==> src/tcc_consts.svh <==
// offsets, field positions, reset values and timing counts of the timer
// assumes a byte-addressed 32-bit register bus, one register per word
`ifndef TCC_CONSTS_SVH
`define TCC_CONSTS_SVH
`define TCC_OFS_CTRLA  8'h00
`define TCC_OFS_CTRLB  8'h04
`define TCC_OFS_FORCE  8'h08
`define TCC_OFS_CNTL   8'h0C
`define TCC_OFS_CNTH   8'h10
`define TCC_OFS_CAPL   8'h14
`define TCC_OFS_CAPH   8'h18
`define TCC_OFS_CMPAL  8'h1C
`define TCC_OFS_CMPAH  8'h20
`define TCC_OFS_CMPBL  8'h24
`define TCC_OFS_CMPBH  8'h28
`define TCC_OFS_IRQEN  8'h2C
`define TCC_OFS_FLAGS  8'h30
`define TCC_OFS_PORT   8'h34
`define TCC_CB_FILT    4
`define TCC_CB_EDGE    5
`define TCC_FLG_CAP    0
`define TCC_FLG_CMPA   1
`define TCC_FLG_CMPB   2
`define TCC_RST_MODE   4'h0
`define TCC_RST_CNT    16'h0000
`define TCC_TOP_MAX    16'hFFFF
`define TCC_TOP_8B     16'h00FF
`define TCC_TOP_9B     16'h01FF
`define TCC_TOP_10B    16'h03FF
`define TCC_DIV_SLOW   7'h07
`define TCC_DIV_SLOWER 7'h3F
`define TCC_FILT_LEN   4
`endif

==> src/tcc_pkg.sv <==
// types shared by the capture/compare timer files
// assumes tcc_consts.svh is compiled alongside
package tcc_pkg;
    typedef struct packed {
        logic        hsel;
        logic [31:0] haddr;
        logic [1:0]  htrans;
        logic        hwrite;
        logic [2:0]  hsize;
        logic        hready;
        logic [31:0] hwdata;
    } tcc_ahb_req_t;
    typedef struct packed {
        logic        hreadyout;
        logic        hresp;
        logic [31:0] hrdata;
    } tcc_ahb_rsp_t;
    typedef enum logic [2:0] {
        TCC_BUS_IDLE  = 3'b001,
        TCC_BUS_WRITE = 3'b010,
        TCC_BUS_READ  = 3'b100
    } tcc_bus_state_t;
endpackage

==> src/tcc_capture_filter.sv <==
// capture input noise filter, runs on the system clock
// assumes the pin is already synchronous to clk_sys
`timescale 1ns/1ps
`include "tcc_consts.svh"
module tcc_capture_filter (
    input  wire logic clk_sys,
    input  wire logic resetn,
    input  wire logic pinIn,
    input  wire logic enable,
    output logic      level
);
    logic [`TCC_FILT_LEN-1:0] samp_q;

    always_ff @(posedge clk_sys)
    begin
        if (!resetn)
            samp_q <= '0;
        else
            samp_q <= {samp_q[`TCC_FILT_LEN-2:0], pinIn};
    end

    always_ff @(posedge clk_sys)
    begin
        if (!resetn)
            level <= 1'b0;
        else if (!enable)
            level <= pinIn;
        else if (&samp_q)
            level <= 1'b1;
        else if (~|samp_q)
            level <= 1'b0;
    end
endmodule // tcc_capture_filter

==> src/tcc_compare_chan.sv <==
// one output compare channel: buffer, active value, comparator, state
// assumes tick is the one-cycle timer clock enable
`timescale 1ns/1ps
module tcc_compare_chan (
    input  wire logic        clk_sys,
    input  wire logic        resetn,
    input  wire logic        tick,
    input  wire logic        block,
    input  wire logic        pwm,
    input  wire logic        wrap,
    input  wire logic [15:0] counter,
    input  wire logic        wrLoad,
    input  wire logic [15:0] wrValue,
    input  wire logic [1:0]  action,
    input  wire logic        forceHit,
    output logic      [15:0] active,
    output logic      [15:0] cpuView,
    output logic             match,
    output logic             outState
);
    logic [15:0] buf_q;
    logic        pend_q;

    assign cpuView = pwm ? buf_q : active;
    assign match   = tick && pend_q;

    always_ff @(posedge clk_sys)
    begin
        if (!resetn)
            buf_q <= '0;
        else if (wrLoad)
            buf_q <= wrValue;
    end

    always_ff @(posedge clk_sys)
    begin
        if (!resetn)
            active <= '0;
        else if (wrLoad && !pwm)
            active <= wrValue;
        else if (pwm && wrap)
            active <= buf_q;
    end

    // equality seen on one tick flags on the next; a counter write mutes it
    always_ff @(posedge clk_sys)
    begin
        if (!resetn)
            pend_q <= 1'b0;
        else if (tick)
            pend_q <= !block && (counter == active);
    end

    // state survives mode changes; only reset, force, match or wrap actions change it
    always_ff @(posedge clk_sys)
    begin
        if (!resetn)
            outState <= 1'b0;
        else if (forceHit && !pwm)
        begin
            case (action)
                2'd1:    outState <= !outState;
                2'd2:    outState <= 1'b0;
                2'd3:    outState <= 1'b1;
                default: outState <= outState;
            endcase
        end
        else if (match)
        begin
            case (action)
                2'd1:    outState <= pwm ? outState : !outState;
                2'd2:    outState <= 1'b0;
                2'd3:    outState <= 1'b1;
                default: outState <= outState;
            endcase
        end
        else if (pwm && wrap)
        begin
            case (action)
                2'd2:    outState <= 1'b1;
                2'd3:    outState <= 1'b0;
                default: outState <= outState;
            endcase
        end
    end
endmodule // tcc_compare_chan

==> src/tcc_timer.sv <==
// 16-bit timer with input capture and two output compare channels
// assumes one 10 MHz clock, synchronous pins, a single AHB-Lite master
//
// Register access over AHB-Lite and the register offsets were chosen for this implementation.
`timescale 1ns/1ps
`include "tcc_consts.svh"
// Operation
// - filter output moves after four equal samples
// - filter adds four system clocks of delay
// - capture off when capture register sets top
// - pin is sampled whoever drives it
// - new capture overwrites capture register always
// - compare equality flags on next timer tick
// - flags request interrupt, clear on service/write
// - channel A may set counter top
// - pulse modes buffer compare, others write direct
// - compare reads bypass the shared high latch
// - high byte to latch, low commits both
// - force acts like match without flag/counter, in non-pulse modes only
// - counter write mutes matches next tick
// - counter written at top runs to max
// - output state kept across mode changes
// - action bits unbuffered, apply from next match
// - reset clears output state to zero
// - nonzero action puts state on pin
// - action zero leaves state unchanged
// - action bits never touch capture logic
// - capture copies counter and sets flag together
// - capture register writable only as top
module tcc_timer
    import tcc_pkg::*;
(
    input  wire logic          clk_sys,
    input  wire logic          resetn,
    input  tcc_pkg::tcc_ahb_req_t ahbReq,
    output tcc_pkg::tcc_ahb_rsp_t ahbRsp,
    input  wire logic          capturePin,
    input  wire logic [2:0]    irqAck,
    output logic      [2:0]    irqReq,
    output logic      [1:0]    cmpPinOut,
    output logic      [1:0]    cmpPinOe
);
    import tcc_pkg::*;

    tcc_bus_state_t busState_q;
    logic [7:0]  addr_q;
    logic [7:0]  rdData;
    logic        accept;
    logic        wrEn;
    logic        rdEn;
    logic [7:0]  wrData;
    logic [7:0]  temp_q;
    logic [3:0]  actions_q;
    logic [3:0]  mode_q;
    logic        filtEn_q;
    logic        edgeRise_q;
    logic [1:0]  clkSel_q;
    logic [2:0]  irqEn_q;
    logic [2:0]  flags_q;
    logic [1:0]  portVal_q;
    logic [1:0]  ddr_q;
    logic [6:0]  div_q;
    logic        tick;
    logic [15:0] cnt_q;
    logic [15:0] cap_q;
    logic        block_q;
    logic        cntWrite;
    logic [15:0] top;
    logic        topHit;
    logic        wrap;
    logic        pwm;
    logic        capTop;
    logic        level;
    logic        levelPrev_q;
    logic        capEvent;
    logic [15:0] actA;
    logic [15:0] viewA;
    logic [15:0] viewB;
    logic        matchA;
    logic        matchB;
    logic        stateA;
    logic        stateB;
    logic [2:0]  flagSet;
    logic [2:0]  flagClr;

    // modes 0, 4, 12 and 13 are the non-pulse ones
    function automatic logic isPwm(input logic [3:0] m);
        return !(m == 4'd0 || m == 4'd4 || m == 4'd12 || m == 4'd13);
    endfunction

    function automatic logic usesCapTop(input logic [3:0] m);
        return m == 4'd8 || m == 4'd10 || m == 4'd12 || m == 4'd14;
    endfunction

    function automatic logic [15:0] topOf(input logic [3:0]  m,
                                          input logic [15:0] a,
                                          input logic [15:0] c);
        if (usesCapTop(m))
            return c;
        case (m)
            4'd1, 4'd5: return `TCC_TOP_8B;
            4'd2, 4'd6: return `TCC_TOP_9B;
            4'd3, 4'd7: return `TCC_TOP_10B;
            4'd4, 4'd9, 4'd11, 4'd15: return a;
            default: return `TCC_TOP_MAX;
        endcase
    endfunction

    // ---- bus slave: writes take no wait, reads take one ----
    assign accept = ahbReq.hsel && ahbReq.htrans[1] && ahbReq.hready
                    && ahbRsp.hreadyout;
    assign wrEn   = busState_q == TCC_BUS_WRITE;
    assign rdEn   = busState_q == TCC_BUS_READ;
    assign wrData = ahbReq.hwdata[7:0];

    always_ff @(posedge clk_sys)
    begin
        if (!resetn)
        begin
            busState_q       <= TCC_BUS_IDLE;
            addr_q           <= 8'h00;
            ahbRsp.hreadyout <= 1'b1;
            ahbRsp.hresp     <= 1'b0;
            ahbRsp.hrdata    <= 32'h00000000;
        end
        else
        begin
            case (busState_q)
                TCC_BUS_READ:
                begin
                    ahbRsp.hrdata    <= {24'h000000, rdData};
                    ahbRsp.hreadyout <= 1'b1;
                    busState_q       <= TCC_BUS_IDLE;
                end
                default:
                begin
                    if (accept)
                    begin
                        addr_q           <= ahbReq.haddr[7:0];
                        ahbRsp.hreadyout <= ahbReq.hwrite;
                        busState_q       <= ahbReq.hwrite ? TCC_BUS_WRITE
                                                          : TCC_BUS_READ;
                    end
                    else
                        busState_q <= TCC_BUS_IDLE;
                end
            endcase
        end
    end

    always_comb
    begin
        case (addr_q)
            `TCC_OFS_CTRLA: rdData = {4'h0, actions_q};
            `TCC_OFS_CTRLB: rdData = {clkSel_q, edgeRise_q, filtEn_q,
                                      mode_q};
            `TCC_OFS_CNTL:  rdData = cnt_q[7:0];
            `TCC_OFS_CNTH:  rdData = temp_q;
            `TCC_OFS_CAPL:  rdData = cap_q[7:0];
            `TCC_OFS_CAPH:  rdData = temp_q;
            `TCC_OFS_CMPAL: rdData = viewA[7:0];
            `TCC_OFS_CMPAH: rdData = viewA[15:8];
            `TCC_OFS_CMPBL: rdData = viewB[7:0];
            `TCC_OFS_CMPBH: rdData = viewB[15:8];
            `TCC_OFS_IRQEN: rdData = {5'h00, irqEn_q};
            `TCC_OFS_FLAGS: rdData = {5'h00, flags_q};
            `TCC_OFS_PORT:  rdData = {4'h0, ddr_q, portVal_q};
            default:        rdData = 8'h00;
        endcase
    end

    // shared high-byte latch: written by any high write, filled by counter and capture low reads
    always_ff @(posedge clk_sys)
    begin
        if (!resetn)
            temp_q <= 8'h00;
        else if (wrEn && (addr_q == `TCC_OFS_CNTH || addr_q == `TCC_OFS_CAPH
                 || addr_q == `TCC_OFS_CMPAH || addr_q == `TCC_OFS_CMPBH))
            temp_q <= wrData;
        else if (rdEn && addr_q == `TCC_OFS_CNTL)
            temp_q <= cnt_q[15:8];
        else if (rdEn && addr_q == `TCC_OFS_CAPL)
            temp_q <= cap_q[15:8];
    end

    always_ff @(posedge clk_sys)
    begin
        if (!resetn)
        begin
            actions_q  <= 4'h0;
            mode_q     <= `TCC_RST_MODE;
            filtEn_q   <= 1'b0;
            edgeRise_q <= 1'b0;
            clkSel_q   <= 2'd0;
            irqEn_q    <= 3'b000;
            portVal_q  <= 2'b00;
            ddr_q      <= 2'b00;
        end
        else if (wrEn)
        begin
            case (addr_q)
                `TCC_OFS_CTRLA: actions_q <= wrData[3:0];
                `TCC_OFS_CTRLB:
                begin
                    mode_q     <= wrData[3:0];
                    filtEn_q   <= wrData[`TCC_CB_FILT];
                    edgeRise_q <= wrData[`TCC_CB_EDGE];
                    clkSel_q   <= wrData[7:6];
                end
                `TCC_OFS_IRQEN: irqEn_q <= wrData[2:0];
                `TCC_OFS_PORT:
                begin
                    portVal_q <= wrData[1:0];
                    ddr_q     <= wrData[3:2];
                end
                default: ;
            endcase
        end
    end

    // ---- timer clock enable: stop, /1, /8, /64 ----
    always_ff @(posedge clk_sys)
    begin
        if (!resetn)
            div_q <= 7'h00;
        else
            div_q <= div_q + 7'h01;
    end

    always_comb
    begin
        case (clkSel_q)
            2'd1:    tick = 1'b1;
            2'd2:    tick = (div_q & `TCC_DIV_SLOW) == 7'h00;
            2'd3:    tick = (div_q & `TCC_DIV_SLOWER) == 7'h00;
            default: tick = 1'b0;
        endcase
    end

    // ---- counter ----
    assign pwm      = isPwm(mode_q);
    assign capTop   = usesCapTop(mode_q);
    assign top      = topOf(mode_q, actA, cap_q);
    assign cntWrite = wrEn && addr_q == `TCC_OFS_CNTL;
    // a muted top match lets the count run on through max
    assign topHit   = tick && !block_q && cnt_q == top;
    assign wrap     = topHit || (tick && cnt_q == `TCC_TOP_MAX);

    always_ff @(posedge clk_sys)
    begin
        if (!resetn)
            cnt_q <= `TCC_RST_CNT;
        else if (cntWrite)
            cnt_q <= {temp_q, wrData};
        else if (topHit)
            cnt_q <= `TCC_RST_CNT;
        else if (tick)
            cnt_q <= cnt_q + 16'h0001;
    end

    // held until the next tick, so a stopped timer still mutes it
    always_ff @(posedge clk_sys)
    begin
        if (!resetn)
            block_q <= 1'b0;
        else if (cntWrite)
            block_q <= 1'b1;
        else if (tick)
            block_q <= 1'b0;
    end

    // ---- input capture ----
    tcc_capture_filter u_filter (
        .clk_sys (clk_sys),
        .resetn  (resetn),
        .pinIn   (capturePin),
        .enable  (filtEn_q),
        .level   (level)
    );

    always_ff @(posedge clk_sys)
    begin
        if (!resetn)
            levelPrev_q <= 1'b0;
        else
            levelPrev_q <= level;
    end

    // action bits are deliberately absent here
    assign capEvent = !capTop && (edgeRise_q ? (level && !levelPrev_q)
                      : (!level && levelPrev_q));

    always_ff @(posedge clk_sys)
    begin
        if (!resetn)
            cap_q <= 16'h0000;
        else if (capEvent)
            cap_q <= cnt_q;
        else if (wrEn && capTop && addr_q == `TCC_OFS_CAPL)
            cap_q <= {temp_q, wrData};
    end

    // ---- compare channels ----
    tcc_compare_chan u_chanA (
        .clk_sys  (clk_sys),
        .resetn   (resetn),
        .tick     (tick),
        .block    (block_q),
        .pwm      (pwm),
        .wrap     (wrap),
        .counter  (cnt_q),
        .wrLoad   (wrEn && addr_q == `TCC_OFS_CMPAL),
        .wrValue  ({temp_q, wrData}),
        .action   (actions_q[1:0]),
        .forceHit (wrEn && addr_q == `TCC_OFS_FORCE && wrData[0]),
        .active   (actA),
        .cpuView  (viewA),
        .match    (matchA),
        .outState (stateA)
    );

    tcc_compare_chan u_chanB (
        .clk_sys  (clk_sys),
        .resetn   (resetn),
        .tick     (tick),
        .block    (block_q),
        .pwm      (pwm),
        .wrap     (wrap),
        .counter  (cnt_q),
        .wrLoad   (wrEn && addr_q == `TCC_OFS_CMPBL),
        .wrValue  ({temp_q, wrData}),
        .action   (actions_q[3:2]),
        .forceHit (wrEn && addr_q == `TCC_OFS_FORCE && wrData[1]),
        .active   (),
        .cpuView  (viewB),
        .match    (matchB),
        .outState (stateB)
    );

    // ---- flags: a set in the clearing cycle wins ----
    assign flagSet = {matchB, matchA, capEvent};
    assign flagClr = irqAck | ((wrEn && addr_q == `TCC_OFS_FLAGS)
                              ? wrData[2:0] : 3'b000);

    always_ff @(posedge clk_sys)
    begin
        if (!resetn)
            flags_q <= 3'b000;
        else
            flags_q <= (flags_q & ~flagClr) | flagSet;
    end

    always_ff @(posedge clk_sys)
    begin
        if (!resetn)
            irqReq <= 3'b000;
        else
            irqReq <= flags_q & irqEn_q;
    end

    // ---- pins: direction always follows the port direction bits ----
    always_ff @(posedge clk_sys)
    begin
        if (!resetn)
        begin
            cmpPinOut <= 2'b00;
            cmpPinOe  <= 2'b00;
        end
        else
        begin
            cmpPinOut[0] <= |actions_q[1:0] ? stateA : portVal_q[0];
            cmpPinOut[1] <= |actions_q[3:2] ? stateB : portVal_q[1];
            cmpPinOe     <= ddr_q;
        end
    end
endmodule // tcc_timer

==> config.mk <==
export PLATFORM = sky130hd
export DESIGN_NAME = tcc_timer
export DESIGN_NICKNAME = d
export VERILOG_FILES = /design/src/tcc_pkg.sv /design/src/tcc_capture_filter.sv /design/src/tcc_compare_chan.sv /design/src/tcc_timer.sv
export VERILOG_INCLUDE_DIRS = /design/src
export SDC_FILE = /design/constraint.sdc
export NUM_CORES = 1
export LEC_CHECK = 0
export BUFFER_PORTS_ARGS = -buffer_cell sky130_fd_sc_hd__buf_2
export CORE_ASPECT_RATIO = 1.4
export CORE_MARGIN = 5
export CORE_UTILIZATION = 25
export CTS_CLUSTER_DIAMETER = 60
export DETAILED_ROUTE_END_ITERATION = 10
export GPL_TIMING_DRIVEN = 0
export RECOVER_POWER = 50
export SLEW_MARGIN = 20
export SYNTH_ARGS = -nofsm -noshare
export SYNTH_HDL_FRONTEND = slang
export SYNTH_HIERARCHICAL = 1
export SYNTH_SLANG_ARGS = --single-unit
export TNS_END_PERCENT = 100
==> constraint.sdc <==
create_clock -name clk_sys -period 9.2 [get_ports clk_sys]
set_clock_uncertainty 0.15 [all_clocks]
set_input_delay 1.84 -clock clk_sys [delete_from_list [all_inputs] [get_ports clk_sys]]
set_output_delay 1.84 -clock clk_sys [all_outputs]
set_load 0.01 [all_outputs]
Word-level counts from Yosys, hierarchy flattened:

Cells that the tools add are included.

* $add $sub $neg: 2
* equal/unequal tests: 50
* muxes and demuxes: 44
* bitwise operators: 8
* reduce and logical (&&, ||, !) cells: 79

Operator list (number)
* two-way mux 16 bit: 13
* one-hot mux 8 bit (12 select lines): 1
* one-hot mux 16 bit (4 select lines): 1
* == test 16 bit: 3
* == test 8 x 6 -> 1 bit (second input constant): 6
* == test 4 bit (second input constant): 8
* == test 8 x 5 -> 1 bit (second input constant): 4
* logical AND 1 bit: 30
* two-way mux 8 bit: 3
* two-way mux 1 bit: 17
* adder 16 x 1 -> 16 bit (second input constant): 1
* == test 16 bit (second input constant): 1
* == test 4 x 3 -> 1 bit (second input constant): 4
* == test 8 x 4 -> 1 bit (second input constant): 2
* one-hot mux 1 bit (3 select lines): 5
* logical NOT 7 bit: 2
* OR reduction 2 bit: 7
* == test 2 bit (second input constant): 6
* nonzero test 3 bit: 4
* logical OR 1 bit: 10
* AND reduction 2 bit: 5
* AND reduction 5 bit: 2
* == test 4 x 2 -> 1 bit (second input constant): 2
* == test 8 x 3 -> 1 bit (second input constant): 1
* other kinds (23): 45

* register bits: 171
* word-level logic and storage cells: 215

Logic depth before layout (Yosys ltp):

* depth after elaboration: 13
* depth in mapped cells: 15
* depth with buffers taken out: 11

Modules after synthesis:

Netlist, hierarchy kept.

Modules (own cells, without submodules)
* tcc_timer: times used 1, cells each 769, area an instance 5916.9 sq um, sequential area each 1941.9 sq um
* tcc_compare_chan: times used 2, cells each 210, area an instance 1943.1 sq um, sequential area each 680.7 sq um
* tcc_capture_filter: times used 1, cells each 14, area an instance 157.7 sq um, sequential area each 100.1 sq um

Worst setup path before layout:

Ideal clock, no wire load.

* path type: reg-to-reg
* start point: register mode_q[1]
* end point: register u_chanA.outState
* setup time: 0.124 ns
* data arrival time: 2.943 ns
* slack: 5.983 ns
* stages on the path, launching flop included: 13
* path buffers: 2
* clock period less this slack: 3.217 ns
* path through: dfxtp_1 -> buf_2 -> or4b_2 -> a21oi_1 -> mux2i_1 -> nand3_1 -> or4_1 -> o21ai_1 -> buf_4 -> a21bo_1 -> a32oi_1 -> o31ai_2 -> mux2i_1

* longest elaborated chain between the ends: 12
* elaborated cells on any way between the ends: 41
* classes of those cells: eq/ne (18); mux (4); reduce/logical (19)

RTL lines
* from (decl): line tcc_timer.sv:54 `logic [3:0] mode_q;`
* from (signal assigned): line tcc_timer.sv:191 `` mode_q <= `TCC_RST_MODE; ``
* from (signal assigned): line tcc_timer.sv:205 `mode_q <= wrData[3:0];`
* parallel branches: the longest is 5 deep, another holds one-hot mux 16 bit (4 select lines)
* two-way mux 16 bit *: line tcc_timer.sv:100 `case (m)`
* == test 16 bit *: line tcc_timer.sv:246 `assign topHit = tick && !block_q && cnt_q == top;`
* logical AND 1 bit *: line tcc_timer.sv:246
* logical OR 1 bit *: line tcc_timer.sv:247 `` assign wrap = topHit || (tick && cnt_q == `TCC_TOP_MAX); ``
* named net wrap: line tcc_timer.sv:70 `logic wrap;`
* logical AND 1 bit *: line tcc_compare_chan.sv:77 `else if (pwm && wrap)`
* nonzero test 3 bit (no line) *
* AND reduction 5 bit (no line) *
* to (signal assigned): line tcc_compare_chan.sv:71 `2'd1: outState <= pwm ? outState : !outState;`
* to (signal assigned): line tcc_compare_chan.sv:74 `default: outState <= outState;`
* to (signal assigned): line tcc_compare_chan.sv:82 `default: outState <= outState;`
* to (decl): line tcc_compare_chan.sv:19 `output logic outState`

Mark *: on every way through the listed nets, which the timed path passes.
A chain may end at the register's enable or synchronous reset.

Final worst setup path:

* start point: register mode_q[2]
* end point: register u_chanB.active[9]

* longest elaborated chain between the ends: 11
* elaborated cells on any way between the ends: 37
* classes of those cells: eq/ne (16); mux (4); reduce/logical (17)

RTL lines
* parallel branches: the longest is 5 deep, another holds one-hot mux 16 bit (4 select lines)
* two-way mux 16 bit *: line tcc_timer.sv:100
* == test 16 bit *: line tcc_timer.sv:246
* logical AND 1 bit *: line tcc_timer.sv:246
* logical OR 1 bit *: line tcc_timer.sv:247
* named net wrap: line tcc_timer.sv:70
* logical AND 1 bit *: line tcc_compare_chan.sv:41 `else if (pwm && wrap)`
* nonzero test 2 bit (no line) *
* to (signal assigned): line tcc_compare_chan.sv:40 `active <= wrValue;`
* to (signal assigned): line tcc_compare_chan.sv:42 `active <= buf_q;`
* to (decl): line tcc_compare_chan.sv:16 `output logic [15:0] active,`

Marks and branches as above.

==> impl_results.md <==
* Cell type with the largest total area after synthesis: dfxtp_1
* Critical Setup Path Class: reg -> reg
* First-pass GRT wire length at 59500 um
* Worst path bufs/invs at 3
* Delay-heaviest family, CP: simple AND/OR/NAND/NOR gates
* Final Hold Violating Endpoints at 0
* Headroom to the max-slew limit at 28.2%
* Root Buffer: clkbuf_16
* Max IR drop VDD at 0.000115 V
* Cell depth of the worst flop-to-flop path at 12
* Worst path max stage delay at 0.52 ns
* Total Routing Usage GR at 18.0%
* Initial antenna violation count at 0
* Final Util at 29.1%
* Layout area overhead at 15.2%
* Yosys warning count at 6
* Hold_buf cts at 0
* Routed via count at 9923
* Core box area at 39400 um^2
* Drc violations at 0
* Final Setup Violations at 0
* Initial Util at 25.3%
* Max-slew violations at 0
* DRT antenna net count at 0
* Worst-path clk slew at 0.07 ns
* Critical path cell sequence: clkbuf_1, nor4b_1, nor4_1, nor4_1, nand4_1, or4_1, o21ai_1, buf_4, clkbuf_1, nand3_1, nand3_1, o211a_1
* Clock Sinks at 170
* Cell variety after synth at 77
* Die area at 44000 um^2
* CTS H-Tree Depth at 4
* Leak Pwr at 4.51 nW
* Tcrit/Tclk final at 45.6%
* Synth top cells by count: dfxtp_1, nand2_1, nand3_1, nor2_1, mux2i_1
* Critical Path Fanout Max at 10
* Final worst-path setup slack at 5.00 ns
* Setup TNS Final at 0 ns
* Highest Clock Rate at 238 MHz
* Worst hold path type: reg -> reg
* Asr flop ratio synth at 0%
* Wire per inst at 22.1 um
* CP arrival at 4.44 ns
* Hold Path Stages at 1
* Routability cong. at 0.953
* Top cell type's share of synthesized area at 34.2%
* Outcome: completed
* Num ports at 119
* Top-count cell post-synth: dfxtp_1
* PostCTS Resize Cnt at 0
* I/O Buffers at 41
* Syn Std Cell Area at 9960 um^2
* Post-Synthesis Cells at 1203
* CTS tree: built
* CP Launch Type: register
* CTS Buf Count at 17
* Final worst path period need at 4.20 ns
* Largest net degree at the start of global routing at 17
* Layout Nets at 1374
* Number of synthesized flops with an enable pin at 0
* Unrepaired setup endpoints after global routing: no
* Detailed Route WL at 40400 um
* Die width at 179 um
* Max-Cap Viols at 0
* Share of layout cells above drive strength 1 at 13.0%
* Worst EP required at 9.44 ns
* Pre-CTS setup slack at 5.12 ns
* 1st-iter DRT viols at 1087
* Total gr overflow at 0
* Clk buf depth at 2
* DR pass1 iterations at 6
* Min Hold Slack at 0.297 ns
* Die height at 246 um
* Seq/Total Area, Yosys at 34.2%
* Drt via density at 5.43
* Skew-Pair Late Insertion Delay at 0.45 ns
* Top_reg_cell synth: dfxtp_1
* Power Density at 142 nW/um^2
* # diodes at 0
* Stages on worst setup path at 12
* Row count at 86
* Post-CTS Setup Bufs at 0
* Synth top area cells: dfxtp_1, mux2i_1, nand3_1
* Syn Area/Cell at 8.28 um^2
* Seq cells post-synth at 170
* Post-DP HPWL at 30300 um
* Vias in the first global route at 9533
* Slowest stage cell, crit path: clkbuf_1
* Worst Max-Slew Pin Slew at 1.06 ns
* CP endpoint kind: register
cells in the final DEF (no fill, tap or decap), types with 31 or more instances in the layout:
cell type,count
dfxtp_1,170
nand2_1,113
nand3_1,111
nor2_1,94
clkbuf_1,77
mux2i_1,65
a21oi_1,49
buf_2,45
o21ai_0,40
mux2_2,37
nor2b_1,33
o211a_1,32
xor2_1,31
layout make-up:
class	count	area, um^2
Buffer	115	601
Clock buffer	21	460
Clock inverter	11	143
Fill cell	4290	27900
Inverter	30	113
Multi-Input combinational cell	912	5920
Sequential cell	170	3400
Tap cell	528	661
Timing Repair Buffer	41	184
final timing paths:
path	from	endpoint	slack (ns)
max reg2reg	mode_q[2]$_SDFFE_PN0P_	u_chanB/active[9]$_SDFFE_PN0P_	5.00
min	div_q[0]$_SDFF_PN0_	div_q[0]$_SDFF_PN0_	0.30
min reg2reg	div_q[0]$_SDFF_PN0_	div_q[0]$_SDFF_PN0_	0.30
max	mode_q[2]$_SDFFE_PN0P_	u_chanB/active[9]$_SDFFE_PN0P_	5.00
metal layers:
metal | GRT usage [%] | vias up | wire (um)
met5 | 0 | - | 0
met4 | 12.5 | 0 | 3230
met3 | 3.79 | 170 | 3050
met2 | 29.7 | 528 | 19000
met1 | 20.7 | 4743 | 15100
li1 | - | 4482 | -
cell families after synthesis:
logic type / after synthesis / synth area share (%)
AO/OA/AOI/OAI: 260 / 18.8
multiplexers: 104 / 11.0
flip-flops: 170 / 34.2
XOR/XNOR: 41 / 3.61
other: 1 / 0.0376
AND/OR/NAND/NOR: 473 / 23.9
buffers and inverters: 145 / 7.29
adder cells (fa/ha/maj): 9 / 1.13
stage by stage:
| stage | cells | total power [mW] | area (um^2) |
|---|---|---|---|
| 4_1_cts | 1828 | 1.63 | 11500 |
| 2_1_floorplan | 1227 | 0.834 | 10100 |
| 3_5_place_dp | 1796 | 0.878 | 10900 |
| 6_report | 1828 | 1.63 | 11500 |
| 3_3_place_gp | 1796 | 0.876 | 10900 |
| 5_1_grt | 1828 | 1.67 | 11500 |
flip-flops by register name, indices dropped and copies added (netlist names), 3 cells and up:
register and flops:
cap_q 16, cnt_q 16, u_chanA/active 16, u_chanA/buf_q 16, u_chanB/active 16, u_chanB/buf_q 16
ahbRsp 9, addr_q 8, temp_q 8, div_q 6, actions_q 4, mode_q 4
u_filter/samp_q 4, busState_q 3, flags_q 3, irqEn_q 3, irqReq 3
power by group:
part | total (mW) | switching (mW) | internal (mW)
Clock | 0.763 | 0.322 | 0.441
Sequential | 0.756 | 0.0116 | 0.745
Combinational | 0.108 | 0.0735 | 0.0348
No activity file was read; power rests on OpenSTA's default activity.
